==> config.mk <==
export PLATFORM = sky130hd
export DESIGN_NAME = gep_port
export DESIGN_NICKNAME = d
export VERILOG_FILES = /design/src/gep_pkg.sv /design/src/gep_port.sv /design/src/gep_sync.sv
export VERILOG_INCLUDE_DIRS = /design/src /design/src/src
export SDC_FILE = /design/constraint.sdc
export NUM_CORES = 1
export LEC_CHECK = 0
export BUFFER_PORTS_ARGS = -buffer_cell sky130_fd_sc_hd__buf_2
export CAP_MARGIN = 0
export CORE_MARGIN = 1.5
export CORE_UTILIZATION = 57
export CTS_CLUSTER_DIAMETER = 120
export DETAILED_ROUTE_END_ITERATION = 7
export HOLD_SLACK_MARGIN = 0.12
export PLACE_DENSITY = 0.87
export SYNTH_ARGS = -nofsm -noshare
export SYNTH_HDL_FRONTEND = slang
export SYNTH_SLANG_ARGS = --single-unit
export TNS_END_PERCENT = 30
==> constraint.sdc <==
create_clock -name i_core_clk -period 3.7 [get_ports i_core_clk]
set_input_delay 0.37 -clock i_core_clk [delete_from_list [all_inputs] [get_ports i_core_clk]]
set_output_delay 0.37 -clock i_core_clk [all_outputs]
set_load 0.02 [all_outputs]
==> src/gep_params.svh <==
// Register offsets, reset values and widths of the general purpose IO port
`ifndef GEP_PARAMS_SVH
`define GEP_PARAMS_SVH

// ****************************************************************
// Port geometry
// ****************************************************************
`define GEP_PIN_COUNT      8
`define GEP_ADDR_W         8
`define GEP_DATA_W         8

// ****************************************************************
// Register offsets
// ****************************************************************
`define GEP_OFS_PIN_DIRECTION      8'hf0
`define GEP_OFS_PIN_LEVEL          8'hf2
`define GEP_OFS_RISING_EDGE        8'hf4
`define GEP_OFS_FALLING_EDGE       8'hf6
`define GEP_OFS_INT_FLAGS          8'hf8
`define GEP_OFS_PULL_DOWN          8'hfa

// ****************************************************************
// Reset values
// ****************************************************************
`define GEP_RST_PIN_DIRECTION      8'h00
`define GEP_RST_PIN_LEVEL          8'h00
`define GEP_RST_RISING_EDGE        8'h00
`define GEP_RST_FALLING_EDGE       8'h00
`define GEP_RST_INT_FLAGS          8'h00
`define GEP_RST_PULL_DOWN          8'hff
`define GEP_RST_READ_DATA          8'h00
`define GEP_UNMAPPED_READ          8'h00

`endif

==> src/gep_pkg.sv <==
// Types shared by the general purpose IO port design
package gep_pkg;

	// ****************************************************************
	// Register and pin state of the port
	// ****************************************************************
	typedef logic [7:0] gep_byte_t;

	typedef struct packed {
		logic      primed;
		gep_byte_t dir;
		gep_byte_t level;
		gep_byte_t rise;
		gep_byte_t fall;
		gep_byte_t flags;
		gep_byte_t clr_arm;
		gep_byte_t pulldn;
		gep_byte_t pin_prev;
		gep_byte_t rdata;
	} gep_state_t;

	// ****************************************************************
	// Synchroniser state
	// ****************************************************************
	typedef struct packed {
		logic [63:0] stage1;
		logic [63:0] stage2;
	} gep_sync_state_t;

endpackage

==> src/gep_port.sv <==
// Eight-pin general purpose IO port with edge capture and byte register port
`timescale 1ns/1ps
`include "gep_params.svh"

// Overview of operation
// - One direction bit per pin: zero means input, one means driven output.
// - Output pin drives high for level bit one and low for zero.
// - Input pin level bit reads the pin level after the two flip-flop synchroniser.
// - Rising trigger bit set: low-to-high transition raises that pin's interrupt.
// - Falling trigger bit set: high-to-low transition raises that pin's interrupt.
// - One sticky status bit per pin shows which pin raised an interrupt.
// - Writing one then zero to a status bit clears it.
// - Per-pin pull-down enable bit: one activates, zero deactivates.
// - Reset sets all pull-downs; everything else clears, all pins inputs.
module gep_port
(
	input  wire logic                i_core_clk,
	input  wire logic                i_arst_n,
	input  wire logic [7:0]          i_reg_addr,
	input  wire logic [7:0]          i_host_data_low_byte,
	input  wire logic                i_reg_wr,
	input  wire logic                i_reg_rd,
	output gep_pkg::gep_byte_t       o_reg_rdata,
	input  wire logic [7:0]          i_selected_io_pin,
	output gep_pkg::gep_byte_t       o_pin_out,
	output gep_pkg::gep_byte_t       o_pin_oe,
	output gep_pkg::gep_byte_t       o_pull_down_en,
	output logic                     o_port_irq
);
	import gep_pkg::*;

	// ****************************************************************
	// Reset release and pin synchronisation
	// ****************************************************************
	logic       rst_sync_n;
	gep_byte_t  pin_sync;

	// All flops behind this synchroniser leave reset on one edge, whatever the release timing
	gep_sync
	#(
		.WIDTH     (1),
		.RST_VALUE (64'h0000_0000_0000_0000)
	)
	u_rst_sync
	(
		.i_core_clk (i_core_clk),
		.i_arst_n   (i_arst_n),
		.i_async    (1'b1),
		.o_sync     (rst_sync_n)
	);

	gep_sync
	#(
		.WIDTH     (`GEP_PIN_COUNT),
		.RST_VALUE (64'h0000_0000_0000_0000)
	)
	u_pin_sync
	(
		.i_core_clk (i_core_clk),
		.i_arst_n   (rst_sync_n),
		.i_async    (i_selected_io_pin),
		.o_sync     (pin_sync)
	);

	// ****************************************************************
	// State
	// ****************************************************************
	gep_state_t state_ff;
	gep_state_t nxt_state;

	gep_byte_t  wr_dir;
	gep_byte_t  wr_level;
	gep_byte_t  wr_rise;
	gep_byte_t  wr_fall;
	gep_byte_t  wr_flags;
	gep_byte_t  wr_pulldn;
	gep_byte_t  rise_evt;
	gep_byte_t  fall_evt;
	gep_byte_t  irq_evt;
	gep_byte_t  clr_hit;
	gep_byte_t  level_view;
	gep_byte_t  rd_view;

	// ****************************************************************
	// Address decode
	// ****************************************************************
	always_comb
	begin
		wr_dir    = '0;
		wr_level  = '0;
		wr_rise   = '0;
		wr_fall   = '0;
		wr_flags  = '0;
		wr_pulldn = '0;
		if (i_reg_wr)
		begin
			unique case (i_reg_addr)
				`GEP_OFS_PIN_DIRECTION: wr_dir    = '1;
				`GEP_OFS_PIN_LEVEL:     wr_level  = '1;
				`GEP_OFS_RISING_EDGE:   wr_rise   = '1;
				`GEP_OFS_FALLING_EDGE:  wr_fall   = '1;
				`GEP_OFS_INT_FLAGS:     wr_flags  = '1;
				`GEP_OFS_PULL_DOWN:     wr_pulldn = '1;
				default:
				begin
					// Writes to other offsets are ignored
					wr_dir = '0;
				end
			endcase
		end
	end

	// ****************************************************************
	// Edge detection
	// ****************************************************************
	always_comb
	begin
		// No edges in the first cycle after reset: the previous sample is not yet real
		rise_evt = state_ff.primed ? (pin_sync & ~state_ff.pin_prev) : '0;
		fall_evt = state_ff.primed ? (~pin_sync & state_ff.pin_prev) : '0;
		// Both triggers set catches either transition
		irq_evt  = (rise_evt & state_ff.rise) | (fall_evt & state_ff.fall);
		// Output pins still read back the driven level
		level_view = (state_ff.dir & state_ff.level) | (~state_ff.dir & pin_sync);
	end

	// ****************************************************************
	// Status clear: a one arms the bit, a later zero clears it
	// ****************************************************************
	always_comb
	begin
		clr_hit = wr_flags & state_ff.clr_arm & ~i_host_data_low_byte;
	end

	// ****************************************************************
	// Read select
	// ****************************************************************
	always_comb
	begin
		// Unmapped offsets read as zero, with no error indication
		rd_view = `GEP_UNMAPPED_READ;
		unique case (i_reg_addr)
			`GEP_OFS_PIN_DIRECTION: rd_view = state_ff.dir;
			`GEP_OFS_PIN_LEVEL:     rd_view = level_view;
			`GEP_OFS_RISING_EDGE:   rd_view = state_ff.rise;
			`GEP_OFS_FALLING_EDGE:  rd_view = state_ff.fall;
			`GEP_OFS_INT_FLAGS:     rd_view = state_ff.flags;
			`GEP_OFS_PULL_DOWN:     rd_view = state_ff.pulldn;
			default:                rd_view = `GEP_UNMAPPED_READ;
		endcase
	end

	// ****************************************************************
	// Next state
	// ****************************************************************
	always_comb
	begin
		nxt_state          = state_ff;
		nxt_state.primed   = 1'b1;
		nxt_state.pin_prev = pin_sync;

		// Only the low byte of the host bus carries register data
		nxt_state.dir    = (wr_dir & i_host_data_low_byte)
			| (~wr_dir & state_ff.dir);
		nxt_state.level  = (wr_level & i_host_data_low_byte)
			| (~wr_level & state_ff.level);
		nxt_state.rise   = (wr_rise & i_host_data_low_byte)
			| (~wr_rise & state_ff.rise);
		nxt_state.fall   = (wr_fall & i_host_data_low_byte)
			| (~wr_fall & state_ff.fall);
		nxt_state.pulldn = (wr_pulldn & i_host_data_low_byte)
			| (~wr_pulldn & state_ff.pulldn);

		// Arm tracks the last value written; any write to the status offset updates it
		nxt_state.clr_arm = (wr_flags & i_host_data_low_byte)
			| (~wr_flags & state_ff.clr_arm);

		// A new event in the clearing cycle wins so it is never lost
		nxt_state.flags = (state_ff.flags & ~clr_hit) | irq_evt;

		// Read data is registered and stands until the next read strobe
		if (i_reg_rd)
		begin
			nxt_state.rdata = rd_view;
		end
	end

	// ****************************************************************
	// Registers
	// ****************************************************************
	always_ff @(posedge i_core_clk or negedge rst_sync_n)
	begin
		if (!rst_sync_n)
		begin
			state_ff.primed   <= 1'b0;
			state_ff.dir      <= `GEP_RST_PIN_DIRECTION;
			state_ff.level    <= `GEP_RST_PIN_LEVEL;
			state_ff.rise     <= `GEP_RST_RISING_EDGE;
			state_ff.fall     <= `GEP_RST_FALLING_EDGE;
			state_ff.flags    <= `GEP_RST_INT_FLAGS;
			state_ff.clr_arm  <= '0;
			state_ff.pulldn   <= `GEP_RST_PULL_DOWN;
			state_ff.pin_prev <= '0;
			state_ff.rdata    <= `GEP_RST_READ_DATA;
		end
		else
		begin
			state_ff <= nxt_state;
		end
	end

	// ****************************************************************
	// Outputs
	// ****************************************************************
	assign o_reg_rdata    = state_ff.rdata;
	assign o_pin_out      = state_ff.level;
	assign o_pin_oe       = state_ff.dir;
	assign o_pull_down_en = state_ff.pulldn;
	assign o_port_irq     = |state_ff.flags;

endmodule // gep_port

==> src/gep_sync.sv <==
// Two flip-flop synchroniser, parameterised width and reset value
`timescale 1ns/1ps

module gep_sync
#(
	parameter int unsigned  WIDTH     = 8,
	parameter logic [63:0]  RST_VALUE = 64'h0000_0000_0000_0000
)
(
	input  wire logic              i_core_clk,
	input  wire logic              i_arst_n,
	input  wire logic [WIDTH-1:0]  i_async,
	output logic      [WIDTH-1:0]  o_sync
);
	import gep_pkg::*;

	gep_sync_state_t state_ff;
	gep_sync_state_t nxt_state;

	// ****************************************************************
	// First stage feeds only the second stage
	// ****************************************************************
	always_comb
	begin
		nxt_state        = state_ff;
		nxt_state.stage1 = {{(64-WIDTH){1'b0}}, i_async};
		nxt_state.stage2 = state_ff.stage1;
	end

	always_ff @(posedge i_core_clk or negedge i_arst_n)
	begin
		if (!i_arst_n)
		begin
			state_ff <= {RST_VALUE, RST_VALUE};
		end
		else
		begin
			state_ff <= nxt_state;
		end
	end

	assign o_sync = state_ff.stage2[WIDTH-1:0];

endmodule // gep_sync

==> summary.md <==
| Metric | Value |
|---|---|
| Outcome | complete, no violations |
| Max frequency | 513 MHz |
| Worst vdd ir | a little over 0.3 mV |
| Dpl ws | around 1.4 ns |
| Worst Path Required | ~4 ns |
| Hold Crit Class | primary input to asynchronous set/reset pin |
| Pin count of the biggest net entering global routing | 90 |
| Antenna-violating nets left | 0 |
| Switching power | approximately 500 µW |
| Clock share of power | between 30 and 40% |
| Met1 Use GR | around a third |
| Critical-path cell list | buf_2 -> nor2b_4 -> nand2_2 -> nor4_4 -> mux2_2 |
| Die height | between 80 and 90 µm |
| Reg power frac | 58.2% |
| I/O pin total | 61 |
| Placed cell count | 441 |
| Cell area after synthesis | 4110 µm² |
| Clock transition at path regs | 0.08 ns |
| Initial antenna violation count | 0 |
| CP startpoint kind | primary input |
| Buf+Inv Stages, Crit Path | 1 |
| Wire per inst | 17.5 µm |
| Area Growth Syn to Fin | 9.60% |
| Routed Wire Length | just over 8000 µm |
| Finished Cell Area | about 4500 µm² |
| # clock sinks | between 90 and 100 |
| Met2 Usage GRT | a little over a third |
| Crit-path leading delay family | simple AND/OR/NAND/NOR gates |
| Pwr dens | between 400 and 500 nW/µm² |
| Fin nets | 393 |
| Final Skew | between 0.01 and 0.015 ns |
| Slowest CP cell | nor4_4 |
| Die ar. | 7720 µm² |
| Gpl congestion | between 0.8 and 0.9 |
| Number of buffers created by CTS | 9 |
| Net Sw Frac | a little over a quarter |
| Via count | roughly 2600 |
| Most Crowded Layer GR | met2 |
| First-pass DRT Iterations | 5 |
| Placed cell area | about 4200 µm² |
| Slew @ Worst Pin | 1.09 ns |
| Fin crit period | approximately 2 ns |
| Post-CTS Repair Setup Buffers | 0 |
| Register area share after synthesis | a little under three fifths |
| WP data arrival | 2.19 ns |
| Syn avg cell area | roughly 13 µm² |
| WHS | roughly 0.32 ns |
| Hold buffers post-CTS | 9 |
| Yosys Warn Count | 0 |
| GR Overflow Total | 0 |
| Fillers | 509 |
| Clk Latency, worst-skew pair | roughly 0.36 ns |
| Row count | 30 |
| Met3 usage | 4.90% |
| Hpwl dp | roughly 5500 µm |
| Hold Violations, Final | 0 |
| DRC violations left | 0 |
| CTS tree | done |
| Setup Crit Path Kind | primary input to flop |
| Pins Over Slew Limit | 0 |
| CTS max path bufs | 2 |
| Mapped Cells | between 300 and 400 |
| P_leak | around 2.1 nW |
| Critical path endpoint category | flop |
| Final cell count without fillers | approximately 470 |
| Max-slew headroom | a little over a quarter |
| First-pass GRT wire length | 13100 µm |
| # diodes | 0 |
| Delay of the slowest critical-path stage | ~0.8 ns |
| Tot GR Track Use | between 20% and 30% |
| Gate power share | 10.7% |
| Setup TNS | 0 ns |
| Total core area | 6870 µm² |
| Largest fanout on the critical path | 16 |
| Synth Register Bits | between 90 and 100 |
| Starting Density | between 50% and 60% |
| Netlist cell types | 39 |
| Die width | roughly 90 µm |
| Layout cells sized above 1 | approximately two fifths |
| Clock Tree Root | clkbuf_8 |
| Fin worst setup slack | roughly 1.8 ns |
| Resize count post-CTS | 0 |
| Final period util | 52.6% |
| H-Tree Depth | 3 |
| Vias in the first global route | around 2600 |
| RSZ-0062 raised after global routing | false |
| Cell Int Power | about 1.5 mW |
| Initial DRC Count | between 200 and 250 |
| Vias per std cell | about 5.7 |
| Port Buf Inserts | 60 |
| Max-Cap Viols | 0 |
| Final Setup Violations | 0 |
through the flow:
stage	util, %	power [mW]
2_1_floorplan	-	1.31
3_3_place_gp	61.7	1.36
3_5_place_dp	61.7	1.37
4_1_cts	65.5	1.97
5_1_grt	65.5	2.04
6_report	65.5	1.97
final timing paths:
path / slack [ns] / endpoint / startpoint / cells past startpoint
setup / recovery: 1.75 / flop / i_reg_addr[3] / 5
hold / removal: 0.32 / u_rst_sync.o_sync / i_arst_n / 2
setup reg to reg: 1.96 / o_reg_rdata[6] / flop / 5
hold reg to reg: 0.35 / u_pin_sync.o_sync[1] / u_pin_sync.nxt_state[1] / 0
max in group asynchronous: 2.46 / state_ff[37] / u_rst_sync.o_sync / 0
min in group i_core_clk: 0.33 / flop / i_host_data_low_byte[7] / 2
power by group through the flow:
stage	Sequential, mW	Clock [mW]	Combinational [mW]
after floorplan	1.14	0	0.170
after global routing	1.16	0.655	0.227
after global placement	1.16	0	0.197
after detailed placement	1.16	0	0.203
final	1.14	0.613	0.210
after CTS	1.14	0.612	0.210
cell usage after synthesis:
master / n / share of area, %
dfstp_2: 8 / 5.1
o32a_1: 1 / 0.24
nand2b_1: 5 / 0.76
nand4_4: 1 / 0.52
nand3b_1: 16 / 2.9
buf_2: 7 / 0.85
nand2_2: 1 / 0.15
dfrtp_1: 83 / 51
nor3_1: 2 / 0.24
a22o_1: 11 / 2.3
buf_1: 1 / 0.091
and3b_1: 3 / 0.64
nor4_4: 1 / 0.52
a21boi_0: 1 / 0.18
nor4_1: 3 / 0.46
o21ai_0: 13 / 1.6
nand2_1: 20 / 1.8
conb_1: 1 / 0.091
buf_4: 32 / 5.9
nor2b_4: 1 / 0.34
a21oi_1: 11 / 1.3
nor2_2: 1 / 0.15
o211ai_1: 1 / 0.18
mux2i_1: 5 / 1.2
a22oi_1: 7 / 1.3
mux2_2: 55 / 15
o21a_1: 2 / 0.37
a221oi_1: 1 / 0.21
buf_6: 1 / 0.27
nor2_1: 12 / 1.1
nor2b_1: 2 / 0.30
nor4b_2: 1 / 0.37
inv_1: 3 / 0.27
and3_1: 1 / 0.15
a2bb2oi_1: 1 / 0.21
nand3_1: 2 / 0.24
a31oi_1: 6 / 0.91
clkbuf_1: 2 / 0.18
nor3_4: 2 / 0.79
area by class of cell:
type | count | area, µm² | area share (%)
clock buffer | 15 | 166 | 3.70
clock inverter | 1 | 7.51 | 0.167
inverter | 3 | 11.3 | 0.250
multi-input combinational | 191 | 1510 | 33.6
sequential | 91 | 2290 | 50.9
tap | 96 | 120 | 2.67
timing repair buffer | 69 | 390 | 8.68
placed cells by master (no fill, tap or decap), types with 3 or more instances in the layout:
cell type / instances
dfrtp_1: 82
buf_2: 60
mux2_2: 55
nand2_1: 20
nand3b_1: 16
o21ai_0: 13
nor2_1: 12
a22o_1: 11
a21oi_1: 11
clkbuf_8: 11
dlygate4sd3_1: 9
dfstp_2: 8
a22oi_1: 7
a31oi_1: 6
mux2i_1: 5
nand2b_1: 5
clkbuf_1: 4
nor4_1: 3
inv_1: 3
and3b_1: 3
per-layer routing:
metal	part of all wire [%]	wire length, µm	vias up
met4	2.4	194	0
li1	-	-	1214
met5	0	0	-
met3	5.6	460	20
met2	47	3850	93
met1	45	3670	1316
kinds of logic (layout without fill, tap and decap cells):
family | after synthesis | count (layout) | share of synthesized area (%)
other | 1 | 2 | 0.0913
buffers and inverters | 46 | 88 | 7.53
AO/OA/AOI/OAI | 55 | 55 | 8.87
multiplexers | 60 | 60 | 16.3
flip-flops | 91 | 91 | 55.7
AND/OR/NAND/NOR | 74 | 74 | 11.5
Power figures use the tool's default switching activity.
